--- config.mk ---
export PLATFORM = sky130hd
export DESIGN_NAME = dis_slave_port
export DESIGN_NICKNAME = d
export VERILOG_FILES = /design/src/dis_pkg.sv /design/src/dis_slave_port.sv
export VERILOG_INCLUDE_DIRS = /design/src
export SDC_FILE = /design/constraint.sdc
export NUM_CORES = 1
export LEC_CHECK = 0
export BUFFER_PORTS_ARGS = -buffer_cell sky130_fd_sc_hd__buf_2
export CAP_MARGIN = 20
export CORE_MARGIN = 4
export CORE_UTILIZATION = 35
export CTS_CLUSTER_SIZE = 16
export DETAILED_ROUTE_END_ITERATION = 10
export PLACE_DENSITY_LB_ADDON = 0.12
export SETUP_SLACK_MARGIN = 0.2
export SYNTH_ARGS = -nofsm -noshare
export SYNTH_HDL_FRONTEND = slang
export SYNTH_SLANG_ARGS = --single-unit
--- constraint.sdc ---
create_clock -name I_MCLK -period 4 [get_ports I_MCLK]
set_clock_uncertainty 0.05 [all_clocks]
set_input_delay 0.8 -clock I_MCLK [delete_from_list [all_inputs] [get_ports I_MCLK]]
set_output_delay 0.8 -clock I_MCLK [all_outputs]
set_load 0.05 [all_outputs]
--- src/dis_consts.svh ---
// register indices, field positions and reset values of the ddc iic slave port
// assumes inclusion by bare name from the bench and the port module
`ifndef DIS_CONSTS_SVH
`define DIS_CONSTS_SVH
// register indices; byte address is four times the index
`define DIS_IDX_SLAVE 16'hFF27
`define DIS_IDX_SUB 16'hFF28
`define DIS_IDX_RX 16'hFF29
`define DIS_IDX_TX 16'hFF2A
`define DIS_IDX_FLG 16'hFF2B
`define DIS_IDX_IEN 16'hFF2C
`define DIS_IDX_CTL 16'hFF2D
// reset values
`define DIS_OWN_ADDR_RST 7'h25
`define DIS_BYTE_RST 8'h00
// event flag bit positions
`define DIS_F_SLV 0
`define DIS_F_SUB 1
`define DIS_F_RX 2
`define DIS_F_TX 3
`define DIS_F_STOP 4
`define DIS_F_IDLE 5
`define DIS_F_DWR 6
`define DIS_F_AWR 7
// flags that software clears by writing zero
`define DIS_W0C_MASK 8'hF3
// link control bits
`define DIS_C_DDC2 0
`define DIS_C_VSR 1
// bit counts within a byte
`define DIS_BYTE_BITS 4'h8
`define DIS_RW_POS 4'h7
`endif

--- src/dis_pkg.sv ---
// types shared by the ddc iic slave port
// assumes dis_consts.svh sits in the same folder
package dis_pkg;
  // byte phase of the selected channel, gray along idle-addr-sub-data
  typedef enum logic [2:0] {
    ST_IDLE = 3'h0,
    ST_ADDR = 3'h1,
    ST_SUB = 3'h3,
    ST_WDATA = 3'h2,
    ST_RDATA = 3'h6
  } dis_state_t;
endpackage

--- src/dis_slave_port.sv ---
// ddc iic slave port: apb registers, two ddc pin pairs, one interrupt
// assumes apb master on I_MCLK; pins asynchronous; open-drain resolved outside
//
// The implementer's own choice: register access over APB.
`timescale 1ns/1ps
`include "dis_consts.svh"

//Contract
//- Addresses match a programmable 7-bit own address; a select bit picks the channel.
//- A latched matching address sets flag bit 0, cleared by writing zero.
//- The received sub-address is captured read-only and sets flag bit 1, cleared by writing zero.
//- A received data byte is captured read-only and sets flag bit 2, cleared by reading it.
//- A write-only transmit byte is shifted out to the host during reads.
//- Loading the shifter from the transmit byte sets flag bit 3, cleared by writing that byte.
//- A stop ending a matched transfer sets flag bit 4, cleared by writing zero.
//- A stop in write mode on the analog channel sets flag bit 7, cleared by writing zero.
//- A stop in write mode on the digital channel sets flag bit 6, cleared by writing zero.
//- In ddc2 transition mode a clock line idle for 128 vertical syncs sets flag bit 5.
//- Each flag has an enable at the same position, all enables reset to zero.
//- The vertical sync count watches the analog channel when routing is 0, the digital when 1.
module dis_slave_port #(
  parameter int ADDR_W = 18,
  parameter int IDLE_VS = 128
) (
  // clock and reset
  input wire logic I_MCLK,
  input wire logic I_SYS_RST,
  // apb slave
  input wire logic I_PSEL,
  input wire logic I_PENABLE,
  input wire logic I_PWRITE,
  input wire logic [ADDR_W-1:0] I_PADDR,
  input wire logic [31:0] I_PWDATA,
  output logic [31:0] O_PRDATA,
  output logic O_PREADY,
  output logic O_PSLVERR,
  // analog ddc pins
  input wire logic I_A_SCL,
  input wire logic I_A_SDA,
  output logic O_A_SDA_O,
  output logic O_A_SDA_OE,
  // digital ddc pins
  input wire logic I_D_SCL,
  input wire logic I_D_SDA,
  output logic O_D_SDA_O,
  output logic O_D_SDA_OE,
  // vertical sync and interrupt
  input wire logic I_VSYNC,
  output logic O_IRQ
);
  logic [1:0] scl_m, scl_s, scl_q, sda_m, sda_s, sda_q;
  logic [1:0] scl_rise, scl_fall, start_c, stop_c, wstop;
  logic [3:0] wcnt [2];
  logic [1:0] wmode;
  logic [2:0] vs_p;
  logic vs_rise;
  logic [7:0] vs_cnt;
  logic [6:0] own_addr;
  logic chan_sel;
  logic [7:0] ien, next_ien, ctl, tx_byte, sub_reg, rx_reg, flags, next_flags, clr, ev;
  dis_pkg::dis_state_t st;
  logic [3:0] bitcnt;
  logic [7:0] sh, txs;
  logic ack_phase, drive, rw, matched, mnack;
  logic s_rise, s_fall, s_sda, s_start, s_stop, byte_done, r_edge;
  logic [15:0] idx;
  logic acc, wr, rd, hit;
  logic [7:0] rdata;
  wire [1:0] scl_pin = {I_D_SCL, I_A_SCL};
  wire [1:0] sda_pin = {I_D_SDA, I_A_SDA};

  // per channel: two-stage sync, edge, start/stop and write-mode tracking
  for (genvar c = 0; c < 2; c++) begin : g_ch
    always_ff @(posedge I_MCLK or posedge I_SYS_RST) begin
      if (I_SYS_RST) begin
        {scl_m[c], scl_s[c], scl_q[c], sda_m[c], sda_s[c], sda_q[c]} <= 6'h3F;
      end else begin
        {scl_q[c], scl_s[c], scl_m[c]} <= {scl_s[c], scl_m[c], scl_pin[c]};
        {sda_q[c], sda_s[c], sda_m[c]} <= {sda_s[c], sda_m[c], sda_pin[c]};
      end
    end
    assign scl_rise[c] = scl_s[c] & ~scl_q[c];
    assign scl_fall[c] = ~scl_s[c] & scl_q[c];
    assign start_c[c] = scl_s[c] & scl_q[c] & sda_q[c] & ~sda_s[c];
    assign stop_c[c] = scl_s[c] & scl_q[c] & ~sda_q[c] & sda_s[c];
    assign wstop[c] = stop_c[c] & wmode[c];
    // direction bit is the eighth bit after start, low means write
    always_ff @(posedge I_MCLK or posedge I_SYS_RST) begin
      if (I_SYS_RST) begin
        {wcnt[c], wmode[c]} <= 5'h00;
      end else if (start_c[c]) begin
        {wcnt[c], wmode[c]} <= 5'h00;
      end else if (stop_c[c]) begin
        wmode[c] <= 1'h0;
      end else if (scl_rise[c] && wcnt[c] < `DIS_BYTE_BITS) begin
        wcnt[c] <= wcnt[c] + 4'h1;
        if (wcnt[c] == `DIS_RW_POS) begin
          wmode[c] <= ~sda_s[c];
        end
      end
    end
  end

  assign s_rise = scl_rise[chan_sel];
  assign s_fall = scl_fall[chan_sel];
  assign s_sda = sda_s[chan_sel];
  assign s_start = start_c[chan_sel];
  assign s_stop = stop_c[chan_sel];
  assign byte_done = s_fall & ~ack_phase & (bitcnt == `DIS_BYTE_BITS);
  // vertical sync sync and edge
  always_ff @(posedge I_MCLK or posedge I_SYS_RST) begin
    if (I_SYS_RST) begin
      vs_p <= 3'h0;
    end else begin
      vs_p <= {vs_p[1:0], I_VSYNC};
    end
  end
  assign vs_rise = vs_p[1] & ~vs_p[2];
  // routing picks whose clock line counts as idle
  assign r_edge = scl_rise[ctl[`DIS_C_VSR]] | scl_fall[ctl[`DIS_C_VSR]];
  // idle count saturates so the flag fires once per idle spell
  always_ff @(posedge I_MCLK or posedge I_SYS_RST) begin
    if (I_SYS_RST) begin
      vs_cnt <= 8'h00;
    end else if (!ctl[`DIS_C_DDC2] || r_edge) begin
      vs_cnt <= 8'h00;
    end else if (vs_rise && vs_cnt != 8'(IDLE_VS)) begin
      vs_cnt <= vs_cnt + 8'h01;
    end
  end
  // events of this cycle
  always_comb begin
    ev = 8'h00;
    ev[`DIS_F_SLV] = byte_done & (st == dis_pkg::ST_ADDR) & (sh[7:1] == own_addr);
    ev[`DIS_F_SUB] = byte_done & (st == dis_pkg::ST_SUB);
    ev[`DIS_F_RX] = byte_done & (st == dis_pkg::ST_WDATA);
    // transmit byte moves to the shifter
    ev[`DIS_F_TX] = s_fall & ack_phase & ((st == dis_pkg::ST_ADDR) & rw
      | (st == dis_pkg::ST_RDATA) & ~mnack);
    ev[`DIS_F_STOP] = s_stop & matched;
    ev[`DIS_F_IDLE] = ctl[`DIS_C_DDC2] & ~r_edge & vs_rise
      & (vs_cnt == 8'(IDLE_VS - 1));
    ev[`DIS_F_DWR] = wstop[1];
    ev[`DIS_F_AWR] = wstop[0];
  end
  // byte engine of the selected channel
  always_ff @(posedge I_MCLK or posedge I_SYS_RST) begin
    if (I_SYS_RST) begin
      st <= dis_pkg::ST_IDLE;
      bitcnt <= 4'h0;
      {sh, txs, sub_reg, rx_reg} <= {4{`DIS_BYTE_RST}};
      {ack_phase, drive, rw, matched, mnack} <= 5'h00;
    end else if (s_start) begin
      st <= dis_pkg::ST_ADDR;
      bitcnt <= 4'h0;
      {ack_phase, drive, matched} <= 3'h0;
    end else if (s_stop) begin
      st <= dis_pkg::ST_IDLE;
      {drive, matched} <= 2'h0;
    end else if (st != dis_pkg::ST_IDLE) begin
      if (s_rise && ack_phase) begin
        mnack <= s_sda;
      end else if (s_rise) begin
        sh <= {sh[6:0], s_sda};
        bitcnt <= bitcnt + 4'h1;
      end
      if (byte_done) begin
        ack_phase <= 1'h1;
        bitcnt <= 4'h0;
        case (st)
          dis_pkg::ST_ADDR: begin
            // acknowledge only our own address, else let go
            if (sh[7:1] == own_addr) begin
              matched <= 1'h1;
              rw <= sh[0];
              drive <= 1'h1;
            end else begin
              st <= dis_pkg::ST_IDLE;
              drive <= 1'h0;
            end
          end
          dis_pkg::ST_SUB: begin
            sub_reg <= sh;
            drive <= 1'h1;
          end
          dis_pkg::ST_WDATA: begin
            rx_reg <= sh;
            drive <= 1'h1;
          end
          default: drive <= 1'h0;
        endcase
      end else if (s_fall && ack_phase) begin
        ack_phase <= 1'h0;
        case (st)
          dis_pkg::ST_ADDR: begin
            st <= rw ? dis_pkg::ST_RDATA : dis_pkg::ST_SUB;
            txs <= tx_byte;
            drive <= rw & ~tx_byte[7];
          end
          dis_pkg::ST_SUB: begin
            st <= dis_pkg::ST_WDATA;
            drive <= 1'h0;
          end
          dis_pkg::ST_RDATA: begin
            // reload always; keep reading unless the host refused the last byte
            st <= mnack ? dis_pkg::ST_IDLE : dis_pkg::ST_RDATA;
            txs <= tx_byte;
            drive <= ~mnack & ~tx_byte[7];
          end
          default: drive <= 1'h0;
        endcase
      end else if (s_fall && st == dis_pkg::ST_RDATA) begin
        // shift next bit out, a zero pulls the line low
        txs <= {txs[6:0], 1'h0};
        drive <= ~txs[6];
      end
    end
  end

  // apb decode; one wait state, answer registered
  assign idx = 16'(I_PADDR >> 2);
  assign acc = I_PSEL & I_PENABLE;
  assign wr = acc & O_PREADY & I_PWRITE;
  assign rd = acc & O_PREADY & ~I_PWRITE;
  always_comb begin
    hit = 1'h1;
    case (idx)
      `DIS_IDX_SLAVE: rdata = {own_addr, chan_sel};
      `DIS_IDX_SUB: rdata = sub_reg;
      `DIS_IDX_RX: rdata = rx_reg;
      `DIS_IDX_FLG: rdata = flags;
      `DIS_IDX_IEN: rdata = ien;
      `DIS_IDX_CTL: rdata = ctl;
      `DIS_IDX_TX: rdata = 8'h00;
      default: begin
        rdata = 8'h00;
        hit = 1'h0;
      end
    endcase
  end
  // apb answer flops
  always_ff @(posedge I_MCLK or posedge I_SYS_RST) begin
    if (I_SYS_RST) begin
      {O_PREADY, O_PSLVERR} <= 2'h0;
      O_PRDATA <= 32'h0000_0000;
    end else begin
      O_PREADY <= acc & ~O_PREADY;
      O_PSLVERR <= acc & ~O_PREADY & ~hit;
      if (acc && !O_PREADY) begin
        O_PRDATA <= {24'h00_0000, rdata};
      end
    end
  end

  // software-written registers; writes land at the completing edge
  always_ff @(posedge I_MCLK or posedge I_SYS_RST) begin
    if (I_SYS_RST) begin
      {own_addr, chan_sel} <= {`DIS_OWN_ADDR_RST, 1'h0};
      {ien, ctl, tx_byte} <= {3{`DIS_BYTE_RST}};
    end else if (wr) begin
      case (idx)
        `DIS_IDX_SLAVE: {own_addr, chan_sel} <= I_PWDATA[7:0];
        `DIS_IDX_IEN: ien <= I_PWDATA[7:0];
        `DIS_IDX_CTL: ctl <= I_PWDATA[7:0];
        `DIS_IDX_TX: tx_byte <= I_PWDATA[7:0];
        default: ;
      endcase
    end
  end

  // flags: set wins over every kind of clear
  always_comb begin
    clr = 8'h00;
    if (wr && idx == `DIS_IDX_FLG) begin
      clr = ~I_PWDATA[7:0] & `DIS_W0C_MASK;
    end
    // reading the data byte clears its flag
    clr[`DIS_F_RX] = rd & (idx == `DIS_IDX_RX);
    // writing the transmit byte clears its flag
    clr[`DIS_F_TX] = wr & (idx == `DIS_IDX_TX);
    next_flags = (flags & ~clr) | ev;
    next_ien = (wr && idx == `DIS_IDX_IEN) ? I_PWDATA[7:0] : ien;
  end

  // flag, interrupt and pin-drive flops
  always_ff @(posedge I_MCLK or posedge I_SYS_RST) begin
    if (I_SYS_RST) begin
      flags <= 8'h00;
      {O_IRQ, O_A_SDA_OE, O_D_SDA_OE, O_A_SDA_O, O_D_SDA_O} <= 5'h00;
    end else begin
      flags <= next_flags;
      // or of enabled flags; enables as written this cycle, so no lag
      O_IRQ <= |(next_flags & next_ien);
      // only the selected channel is ever pulled low
      O_A_SDA_OE <= drive & ~chan_sel;
      O_D_SDA_OE <= drive & chan_sel;
      {O_A_SDA_O, O_D_SDA_O} <= 2'h0;
    end
  end
endmodule
==> results.txt, run 1 <==
----------------------------------------------------
[Run status]
  Status ... completed

[Floorplanning]
  Total core area ... ~17000 um^2
  IO Pins ... slightly below 100
  Horizontal die dimension ... 141 um
  Initial standard-cell utilization of the core ... a little over a third
  Vert. Die Dim ... roughly 140 um
  Row Count ... 48
  Die Footprint ... 19800 um^2

[Drt]
  Routed Antenna Nets ... 0
  Post-detailed-route DRC marker count ... 0
  Violation count after the first detailed-routing iteration ... 233
  WL/cell ... approximately 17 um
  Vias after detailed routing ... 4213
  Wire length reported by the detailed router ... 14.4 mm
  1st-pass router iterations ... 5
  Via density ... ~5.1

[Job]
  MaxCap Viol Count ... 0

[Yosys]
  Most instantiated flip-flop cell in the synthesis netlist ... dfrtp_1
  Number of enable flip-flop cells after synthesis ... 0
  Share of Yosys cell area claimed by the top area cell type ... ~46%
  Synthesized area per cell ... ~12 um^2
  Leading area contributor after synthesis ... dfrtp_1
  Share of synthesized area occupied by flip-flops and latches ... 52.8%
  Number of distinct standard cells referenced by the synthesized netlist ... 67
  Top area cells in the synthesized netlist ... dfrtp_1, mux2_2, dfstp_2
  Async set-reset flop share out of synthesis ... between 90% and 100%
  Synthesized instance count ... about 530
  Cell area after technology mapping ... ~6000 um^2
  Number of flip-flops and latches in the synthesized netlist ... 129
  Yosys warnings ... 0

[Cells and area]
  Most frequent cells in the layout ... dfrtp_1, mux2_2, buf_2, nor2_1, nand2_1
  Filler cells ... around 1700
  Non-Filler Instances ... ~830
  Sequential standard cell area ... about 3200 um^2
  Count of nets after finishing ... 660
  Area growth, synth to finish ... 16.6%
  Area of the multi-input gates ... 2660 um^2
  Most common cell after layout, fill and taps aside ... dfrtp_1
  Number of antenna cells inserted ... 0
  Share of layout cells above drive strength 1 ... a little under a third

[Worst setup path]
  Worst Path Arrival ... between 3 and 4 ns
  Capturing element type of the critical path ... flip-flop
  Crit-path slowest cell ... or4b_4
  Kind of critical path ... input pin to flip-flop
  Origin of the critical flop-to-flop path ... chan_sel$_DFFE_PP0P_
  Required time of the critical path ... around 4.2 ns
  Maximum net fanout on the critical path ... 7
  CP Cell Sequence ... buf_2 > or4b_4 > or4_4 > or3_1 > a22o_1 > o2bb2ai_1 > or4_1
  Worst Reg-to-Reg Cells ... 6
  Reg-to-reg endpoint ... O_IRQ$_DFF_PP0_
  CP peak stage delay ... 0.60 ns
  Register-to-register setup slack ... between 1 and 1.5 ns
  Startpoint types ... input pin

[Pwr]
  Switching pwr ... 1000 uW
  Switching power as a share of total power ... 27.9%
  Proportion of power drawn by the clock network ... 42.1%
  Pwr/cell area ... between 500 and 600 nW/um^2
  Peak supply drop ... 0.000372 V
  Leak Pwr ... roughly 0.0034 uW
  Int Power ... approximately 2600 uW
  Share of power burned in combinational logic ... a little over an eighth
  Sequential power share ... 44.3%

[Global routing]
  Gr usage total ... approximately 15%
  Total grt overflow ... 0
  Initial antenna violation count ... 0
  Via count of the first global-routing pass ... 4200
  Wire length of the first global-routing pass ... roughly 23 mm
  Maximum number of pins on one net before global-route repair ... 130

[STA]
  Final Hold Vio Count ... 0
  Final Max Tran Viols ... 0
  Final critical delay including setup and external delays ... 3.04 ns
  Finish-stage setup viols ... 0
  Tightest slew margin relative to the limit ... a little over half
  Transition time at the pin with the least slew margin ... a little over 0.7 ns
  Setup repair after global routing missed its margin ... no
  Fraction of the cycle the final worst path needs ... roughly 76%
  Total negative slack for setup checks ... 0 ns
  Max Clk Rate ... 329 MHz

[Clocking]
  Number of buffers inserted for hold repair after clock tree synthesis ... 0
  Number of sinks driven by the clock tree ... around 130
  Post-CTS Resized ... 0
  Max clock buf depth ... 2
  Number of buffers created by CTS ... 17
  Clock transition time at the flip-flop clock pins of the worst setup and hold paths ... 0.06 ns
  Cell at the root of the clock tree ... clkbuf_16
  Worst-skew pair later-pin latency ... 0.42 ns
  Post-CTS setup buffer count ... 0
  TritonCTS clock tree ... yes
  H-tree levels ... 4

[Min path]
  Min-delay worst type ... flip-flop to flip-flop
  Hold endpoint ... scl_s[1]$_DFF_PP1_
  Number of cells on the worst hold path ... 0
  Hold path start ... scl_m[1]$_DFF_PP1_

[Placement]
  Number of I/O port buffers ... 46
  Half-perimeter wire length of the detailed placement result ... ~10 mm
  Routability Congestion ... roughly 0.81
  Placed instance count ... 800

----------------------------------------------------
-- layer usage --
metal  GRT usage (%)  share of wire [%]  up-vias
met5               0                  0        -
met2            22.9                 47       99
met1            21.3                 48     2103
li1                -                  -     2003
met3            4.47                4.7        8
met4            3.98               0.83        0
-- cell type report --
cell class                      count  share of cell area [%]
Sequential cell                   129                    45.3
Timing Repair Buffer               55                    4.33
Tap cell                          225                    3.93
Inverter                           23                    1.26
Clock inverter                     12                    1.85
Clock buffer                       20                    6.23
Multi-Input combinational cell    368                    37.1
-- cell usage after synthesis (3+ instances only) --
cell and number:
a22oi_1 15, nand4b_1 3, nand4_1 8, dfstp_2 15, inv_1 23, nor2b_1 4, nand3b_1 3, xor2_1 11
o21ai_0 10, a31oi_1 10, clkbuf_1 10, nor2_1 42, nor3_1 8, a22o_1 3, mux2_2 70, dfrtp_1 114
and3_1 4, o21a_1 3, nand2_1 35, ha_1 6, xnor2_1 8, mux2i_1 6, nor4_1 3, or2_2 3
a21o_1 8, nor3b_1 4, or3_1 5, a21oi_1 16, buf_4 26, and4b_1 3, a222oi_1 3, nand3_1 5
-- power by group through the flow --
stage	sequential (uW)	combinational, uW	clock (uW)
after detailed placement	1610	493	0
after global routing	1620	547	1630
after floorplan	1580	404	0
final	1590	489	1510
after CTS	1590	495	1550
after global placement	1610	482	0
-- through the flow --
step | total power (uW) | util, % | area (um^2) | setup WS [ns] | hold WS, ns
2_1_floorplan | 1980 | - | 6250 | 0.761 | 0.281
3_3_place_gp | 2090 | 38.2 | 6590 | 0.538 | 0.296
3_5_place_dp | 2110 | 38.2 | 6590 | 0.553 | 0.290
4_1_cts | 3640 | 41.6 | 7170 | 0.989 | 0.305
5_1_grt | 3790 | 41.6 | 7170 | 0.869 | 0.306
6_report | 3590 | 41.6 | 7170 | 0.960 | 0.305
-- worst max-delay path, delay by kind of cell --
family / cells / cell delay (ns)
buffers and inverters: 1 / 0.09
AOI/OAI and AO/OA: 2 / 0.35
and+or+nand+nor: 4 / 2.03
-- kinds of logic (layout without fill, tap and decap cells) --
kind of cell | count (synthesis) | in the layout | share of synthesized area [%]
XOR/XNOR | 19 | 19 | 2.71
AND/OR/NAND/NOR | 150 | 150 | 13.5
buffers and inverters | 61 | 110 | 5.43
flip-flops | 129 | 129 | 52.8
other | 1 | 26 | 0.0610
adder cells (fa/ha/maj) | 6 | 6 | 1.22
multiplexers | 77 | 77 | 14.0
AO/OA/AOI/OAI | 90 | 90 | 10.3
-- worst max-delay path by stage --
stage | start | slack, ns | endpoint
floorplan | I_PADDR[6] | 0.76 | O_IRQ$_DFF_PP0_
global placement | I_PADDR[6] | 0.54 | O_IRQ$_DFF_PP0_
detailed placement | I_PADDR[6] | 0.55 | O_IRQ$_DFF_PP0_
CTS | I_PADDR[6] | 0.99 | O_IRQ$_DFF_PP0_
global route | chan_sel$_DFFE_PP0P_ | 0.87 | O_IRQ$_DFF_PP0_
finish | I_PADDR[6] | 0.96 | O_IRQ$_DFF_PP0_
Power figures use the tool's default switching activity.
==> run 2, diff against run 1 <==
Clock period 4 ns to 2.8 ns, I/O delays scaled along.
==> results.txt, run 2 (synthesized netlist as in run 1, its figures left out) <==
----------------------------------------------------
[Placement]
  Routability Congestion ... 0.878 (was 0.809)
  Placed instance count ... 826 (was 800)
  Number of I/O port buffers ... 46 (unchanged)
  Half-perimeter wire length of the detailed placement result ... 10.9 mm (was 10.1 mm)

[Floorplanning]
  Die Footprint ... 19800 um^2 (unchanged)
  IO Pins ... 99 (unchanged)
  Total core area ... 17200 um^2 (unchanged)
  Initial standard-cell utilization of the core ... 35.7% (unchanged)
  Vert. Die Dim ... 141 um (unchanged)
  Horizontal die dimension ... 141 um (unchanged)
  Row Count ... 48 (unchanged)

[Pwr]
  Switching power as a share of total power ... 27.5% (was 27.9%)
  Proportion of power drawn by the clock network ... 43.5% (was 42.1%)
  Leak Pwr ... 0.00355 uW (was 0.00338 uW)
  Share of power burned in combinational logic ... 13.7% (was 13.6%)
  Pwr/cell area ... 716 nW/um^2 (was 501 nW/um^2)
  Switching pwr ... 1470 uW (was 1000 uW)
  Peak supply drop ... 0.000468 V (was 0.000372 V)
  Sequential power share ... 42.8% (was 44.3%)
  Int Power ... 3870 uW (was 2590 uW)

[STA]
  Final Max Tran Viols ... 0 (unchanged)
  Final Hold Vio Count ... 0 (unchanged)
  Final critical delay including setup and external delays ... around 2.6 ns
  Max Clk Rate ... 379 MHz
  Worst hold slack ... 0.143 ns (was 0.305 ns)
  Setup repair after global routing missed its margin ... yes (was no)
  Fraction of the cycle the final worst path needs ... a little over nine tenths
  Transition time at the pin with the least slew margin ... 0.614 ns (was 0.712 ns)
  Tightest slew margin relative to the limit ... 59.0% (was 52.5%)
  Finish-stage setup viols ... 0 (unchanged)

[Cells and area]
  Most common cell after layout, fill and taps aside ... dfrtp_1 (unchanged)
  Count of nets after finishing ... 686 (was 660)
  Area growth, synth to finish ... 21.3% (was 16.6%)
  Non-Filler Instances ... 858 (was 832)
  Most frequent cells in the layout ... dfrtp_1, mux2_2, buf_2, nor2_1, nand2_1 (unchanged)
  Final core utilization ... 43.3% (was 41.6%)
  Share of layout cells above drive strength 1 ... 34.6% (was 30.8%)
  Number of antenna cells inserted ... 0 (unchanged)

[Clocking]
  Worst-skew pair later-pin latency ... 0.42 ns (about the same)
  Number of sinks driven by the clock tree ... 129 (unchanged)
  Number of buffers created by CTS ... 17 (unchanged)
  Clock transition time at the flip-flop clock pins of the worst setup and hold paths ... 0.06 ns (about the same)
  Post-CTS setup buffer count ... 0 (unchanged)
  TritonCTS clock tree ... yes (unchanged)
  H-tree levels ... 4 (unchanged)
  Max clock buf depth ... 2 (unchanged)
  Cell at the root of the clock tree ... clkbuf_16 (unchanged)
  Number of buffers inserted for hold repair after clock tree synthesis ... 0 (unchanged)

[Drt]
  Vias after detailed routing ... 4301 (was 4213)
  Routed Antenna Nets ... 0 (unchanged)
  Wire length reported by the detailed router ... 14.8 mm (was 14.4 mm)
  Via density ... 5.01 (was 5.06)
  Violation count after the first detailed-routing iteration ... 254 (was 233)
  WL/cell ... 17.3 um (about the same)
  1st-pass router iterations ... 5 (unchanged)
  Post-detailed-route DRC marker count ... 0 (unchanged)

[Job]
  MaxCap Viol Count ... 0 (unchanged)

[Global routing]
  Maximum number of pins on one net before global-route repair ... 42 (was 130)
  Gr usage total ... 15.4% (was 15.2%)
  Total grt overflow ... 0 (unchanged)
  Via count of the first global-routing pass ... 4226 (was 4200)
  Initial antenna violation count ... 0 (unchanged)
  Wire length of the first global-routing pass ... 23.7 mm (was 23.2 mm)

[Worst setup path]
  Worst Path Arrival ... 2.86 ns (was 3.27 ns)
  Required time of the critical path ... 3.02 ns (was 4.23 ns)
  Maximum net fanout on the critical path ... 6 (was 7)
  Startpoint types ... input pin (unchanged)
  CP Cell Sequence ... buf_2 > or4b_4 > or4_4 > or3_1 > a22o_1 > o2bb2ai_1 > or4_1 (unchanged)
  Crit-path slowest cell ... or4b_4 (unchanged)
  Largest delay share family, worst path ... simple AND/OR/NAND/NOR gates (unchanged)
  CP peak stage delay ... 0.53 ns (was 0.60 ns)
  Number of buffers and inverters on the critical path ... 1 (unchanged)
  Capturing element type of the critical path ... flip-flop (unchanged)
  Kind of critical path ... input pin to flip-flop (unchanged)

[Min path]
  Min-delay worst type ... input pin to asynchronous set/reset pin (was flip-flop to flip-flop)

[Run status]
  Status ... completed (unchanged)

----------------------------------------------------
-- run 2: per-layer routing --
| metal | vias to the layer above | GRT usage [%] | wire length, um |
|---|---|---|---|
| met5 | - | 0 | 0 |
| met1 | 2140 | 22.0 | 7100 |
| met4 | 0 | 4.33 | 198 |
| met3 | 15 | 4.30 | 754 |
| li1 | 2045 | - | - |
| met2 | 101 | 23.2 | 6760 |
-- run 2: path summary, 6_finish.rpt --
path                       slack [ns]                from  depth (start not counted)              endpoint
max                              0.16          I_PADDR[6]                          7       O_IRQ$_DFF_PP0_
max in group asynchronous        1.84           I_SYS_RST                          3    sda_q[1]$_DFF_PP1_
min reg2reg                      0.30   vs_p[0]$_DFF_PP0_                          0     vs_p[1]$_DFF_PP0_
min                              0.14           I_SYS_RST                          2  O_D_SDA_OE$_DFF_PP0_
min in group I_MCLK              0.19             I_A_SCL                          1    scl_m[0]$_DFF_PP1_
max reg2reg                      0.26  scl_s[1]$_DFF_PP1_                          6       O_IRQ$_DFF_PP0_
-- run 2: worst reg2reg max path: cells and delay by family, from the launching register on --
kind	cells	cell delay (ns)
flops	1	0.59
simple gates	3	1.00
compound gates	3	0.75
-- run 2: final cells by class --
type	count	area [um^2]
sequential	129	3250
fill	1628	9770
clock inverter	14	188
multi-input combinational	368	2700
timing repair buffer	81	531
inverter	23	90.1
clock buffer	18	429
tap	225	282
-- run 2: what timing repair did --
item | 4_1_cts | 5_1_grt
pin swaps | 0 | 2
resized for setup | 1 | 2
setup endpoints to repair | 1 | 2
-- run 2: stage by stage --
step / power [uW] / setup slack [ns] / cell area, um^2 / TNS, ns
4_1_cts: 5420 / 0.200 / 7460 / 0
3_5_place_dp: 3050 / -0.256 / 6830 / -0.596
3_3_place_gp: 3020 / -0.222 / 6830 / -0.659
6_report: 5340 / 0.161 / 7460 / 0
2_1_floorplan: 2830 / -0.101 / 6270 / -0.101
5_1_grt: 5610 / 0.148 / 7460 / 0
-- run 2: power by group through the flow --
stage                     clock network, uW  logic (uW)  registers [uW]
after floorplan                           0         578            2250
after global placement                    0         718            2310
after detailed placement                  0         738            2310
after CTS                              2390         741            2290
after global routing                   2480         812            2320
final                                  2330         732            2290
==> run 3, diff against run 2 <==
Clock period 2.8 ns to 2.2 ns, I/O delays scaled along.
==> results.txt, run 3 (synthesized netlist as in run 1, its figures left out) <==
----------------------------------------------------
[Drt]
  Max Used Layer ... met4 (unchanged)
  Post-detailed-route DRC marker count ... 0 (unchanged)
  Routed length on met1 ... 7.37 mm (was 7.10 mm)
  Via density ... 5.04 (was 5.01)
  WL/cell ... 17.7 um (was 17.3 um)
  1st-pass router iterations ... 4 (was 5)
  Routed Antenna Nets ... 0 (unchanged)
  Routed length on met2 ... 7.97 mm (was 6.76 mm)
  Vias after detailed routing ... 4625 (was 4301)
  Met3 routed wirelength ... 765 um (was 754 um)
  Wire length reported by the detailed router ... 16.2 mm (was 14.8 mm)
  Violation count after the first detailed-routing iteration ... 322 (was 254)

[Worst setup path]
  Required time of the critical path ... 2.45 ns (was 3.02 ns)
  Worst Path Arrival ... 2.67 ns (was 2.86 ns)
  Number of buffers and inverters on the critical path ... 1 (unchanged)
  Crit-path slowest cell ... or4b_4 (unchanged)
  CP peak stage delay ... 0.56 ns (was 0.53 ns)
  Startpoint types ... input pin (unchanged)
  Capturing element type of the critical path ... flip-flop (unchanged)
  Largest delay share family, worst path ... simple AND/OR/NAND/NOR gates (unchanged)
  CP Cell Sequence ... buf_6 > or4b_4 > or4_4 > or3_1 > a22o_1 > o2bb2ai_1 > or4_1 (was buf_2 > or4b_4 > or4_4 > or3_1 > a22o_1 > o2bb2ai_1 > or4_1)
  Kind of critical path ... input pin to flip-flop (unchanged)
  Maximum net fanout on the critical path ... 6 (unchanged)

[Global routing]
  Gr usage total ... 17.2% (was 15.4%)
  Maximum number of pins on one net before global-route repair ... 46 (was 42)
  Initial antenna violation count ... 0 (unchanged)
  Wire length of the first global-routing pass ... 26.4 mm (was 23.7 mm)
  Total grt overflow ... 0 (unchanged)
  Via count of the first global-routing pass ... 4878 (was 4226)

[STA]
  Final Max Tran Viols ... 0 (unchanged)
  Final critical delay including setup and external delays ... roughly 2.4 ns
  Fraction of the cycle the final worst path needs ... 110%
  Finish-stage setup viols ... 11 (was 0)
  Transition time at the pin with the least slew margin ... 0.614 ns (about the same)
  Tightest slew margin relative to the limit ... 59.0% (about the same)
  Max Clk Rate ... around 410 MHz
  Worst path setup slack after routing ... -0.222 ns (was 0.161 ns)
  Total negative slack for setup checks ... -0.640 ns (was 0 ns)
  Final Hold Vio Count ... 0 (unchanged)
  Setup repair after global routing missed its margin ... yes (unchanged)

[Clocking]
  Number of buffers inserted for hold repair after clock tree synthesis ... 0 (unchanged)
  Clock transition time at the flip-flop clock pins of the worst setup and hold paths ... 0.06 ns (about the same)
  Number of buffers created by CTS ... 17 (unchanged)
  Number of sinks driven by the clock tree ... 129 (unchanged)
  Max clock buf depth ... 2 (unchanged)
  H-tree levels ... 4 (unchanged)
  TritonCTS clock tree ... yes (unchanged)
  Cell at the root of the clock tree ... clkbuf_16 (unchanged)
  Worst-skew pair later-pin latency ... 0.42 ns (about the same)

[Cells and area]
  Most frequent cells in the layout ... dfrtp_1, buf_4, buf_2, mux2_2, nor2_1 (was dfrtp_1, mux2_2, buf_2, nor2_1, nand2_1)
  Final core utilization ... 49.1% (was 43.3%)
  Number of antenna cells inserted ... 0 (unchanged)
  Count of nets after finishing ... 746 (was 686)
  Non-Filler Instances ... 918 (was 858)
  Most common cell after layout, fill and taps aside ... dfrtp_1 (unchanged)
  Area growth, synth to finish ... 37.5% (was 21.3%)
  Filler cells ... 1566 (was 1628)
  Share of layout cells above drive strength 1 ... 45.6% (was 34.6%)

[Placement]
  Half-perimeter wire length of the detailed placement result ... 11.7 mm (was 10.9 mm)
  Placed instance count ... 871 (was 826)
  Number of I/O port buffers ... 46 (unchanged)
  Routability Congestion ... 0.867 (was 0.878)

[Run status]
  Status ... finished with violations (was completed)
  Failing checks ... setup timing

[Floorplanning]
  Horizontal die dimension ... 141 um (unchanged)
  IO Pins ... 99 (unchanged)
  Row Count ... 48 (unchanged)
  Total core area ... 17200 um^2 (unchanged)
  Initial standard-cell utilization of the core ... 35.7% (unchanged)
  Die Footprint ... 19800 um^2 (unchanged)
  Vert. Die Dim ... 141 um (unchanged)

[Pwr]
  Switching pwr ... 2010 uW (was 1470 uW)
  Switching power as a share of total power ... 27.4% (was 27.5%)
  Sequential power share ... 38.9% (was 42.8%)
  Leak Pwr ... 0.00405 uW (was 0.00355 uW)
  Proportion of power drawn by the clock network ... 43.1% (was 43.5%)
  Int Power ... 5340 uW (was 3870 uW)
  Share of power burned in combinational logic ... 18.0% (was 13.7%)
  Total chip power ... 7360 uW (was 5340 uW)
  Peak supply drop ... 0.000567 V (was 0.000468 V)
  Pwr/cell area ... 870 nW/um^2 (was 716 nW/um^2)

[Min path]
  Min-delay worst type ... input pin to asynchronous set/reset pin (unchanged)

[Job]
  MaxCap Viol Count ... 0 (unchanged)

----------------------------------------------------
run 3: cell count changes in the layout (fill, tap and decap cells not counted), sizes merged:
cell / change
buf: +60
bufinv: +1
clkbuf: +1
clkinvlp: -2
run 3: path summary, 6_finish.rpt:
check	start	to	slack (ns)	cells after the start
setup / recovery	I_PADDR[6]	O_IRQ$_DFF_PP0_	-0.22	7
hold / removal	I_SYS_RST	vs_p[2]$_DFF_PP0_	0.005	2
setup reg to reg	scl_s[1]$_DFF_PP1_	O_IRQ$_DFF_PP0_	-0.06	6
hold reg to reg	vs_p[0]$_DFF_PP0_	vs_p[1]$_DFF_PP0_	0.30	0
max in group asynchronous	I_SYS_RST	own_addr[5]$_DFFE_PP1P_	1.43	3
min in group I_MCLK	I_D_SCL	scl_m[1]$_DFF_PP1_	0.06	1
run 3: power groups by stage:
stage / clock network, uW / logic, uW / registers [uW]
after detailed placement: 0 / 1170 / 2890
final: 3170 / 1320 / 2860
after floorplan: 0 / 758 / 2870
after CTS: 3230 / 1270 / 2860
after global placement: 0 / 1130 / 2880
after global routing: 3330 / 1460 / 2900
run 3: area by class of cell:
| type | instances | area [um^2] | share of cell area, % |
|---|---|---|---|
| inverters | 23 | 90.1 | 1.07 |
| clock buffers | 19 | 453 | 5.36 |
| multi-input cells | 368 | 3070 | 36.3 |
| well taps | 225 | 282 | 3.33 |
| flip-flops and latches | 129 | 3250 | 38.4 |
| clock inverters | 13 | 206 | 2.44 |
| repair buffers | 141 | 1110 | 13.1 |
run 3: through the flow:
| step | cell area (um^2) | hold WS [ns] | worst slack [ns] |
|---|---|---|---|
| 2_1_floorplan | 6420 | 0.281 | -0.581 |
| 3_3_place_gp | 7310 | 0.286 | -0.650 |
| 3_5_place_dp | 7310 | 0.287 | -0.669 |
| 4_1_cts | 8280 | 0.00225 | -0.212 |
| 5_1_grt | 8460 | 0.0284 | -0.275 |
| 6_report | 8460 | 0.00499 | -0.222 |
run 3: repair_timing:
action	4_1_cts	5_1_grt
gates resized for setup	49	38
setup endpoints to repair	60	64
pin swaps	22	18
buffers inserted	10	5
run 3: layer usage:
metal	global-route usage, %	up-vias
li1	-	2165
met1	22.6	2339
met2	28.1	109
met3	4.27	12
met4	5.41	0
met5	0	-
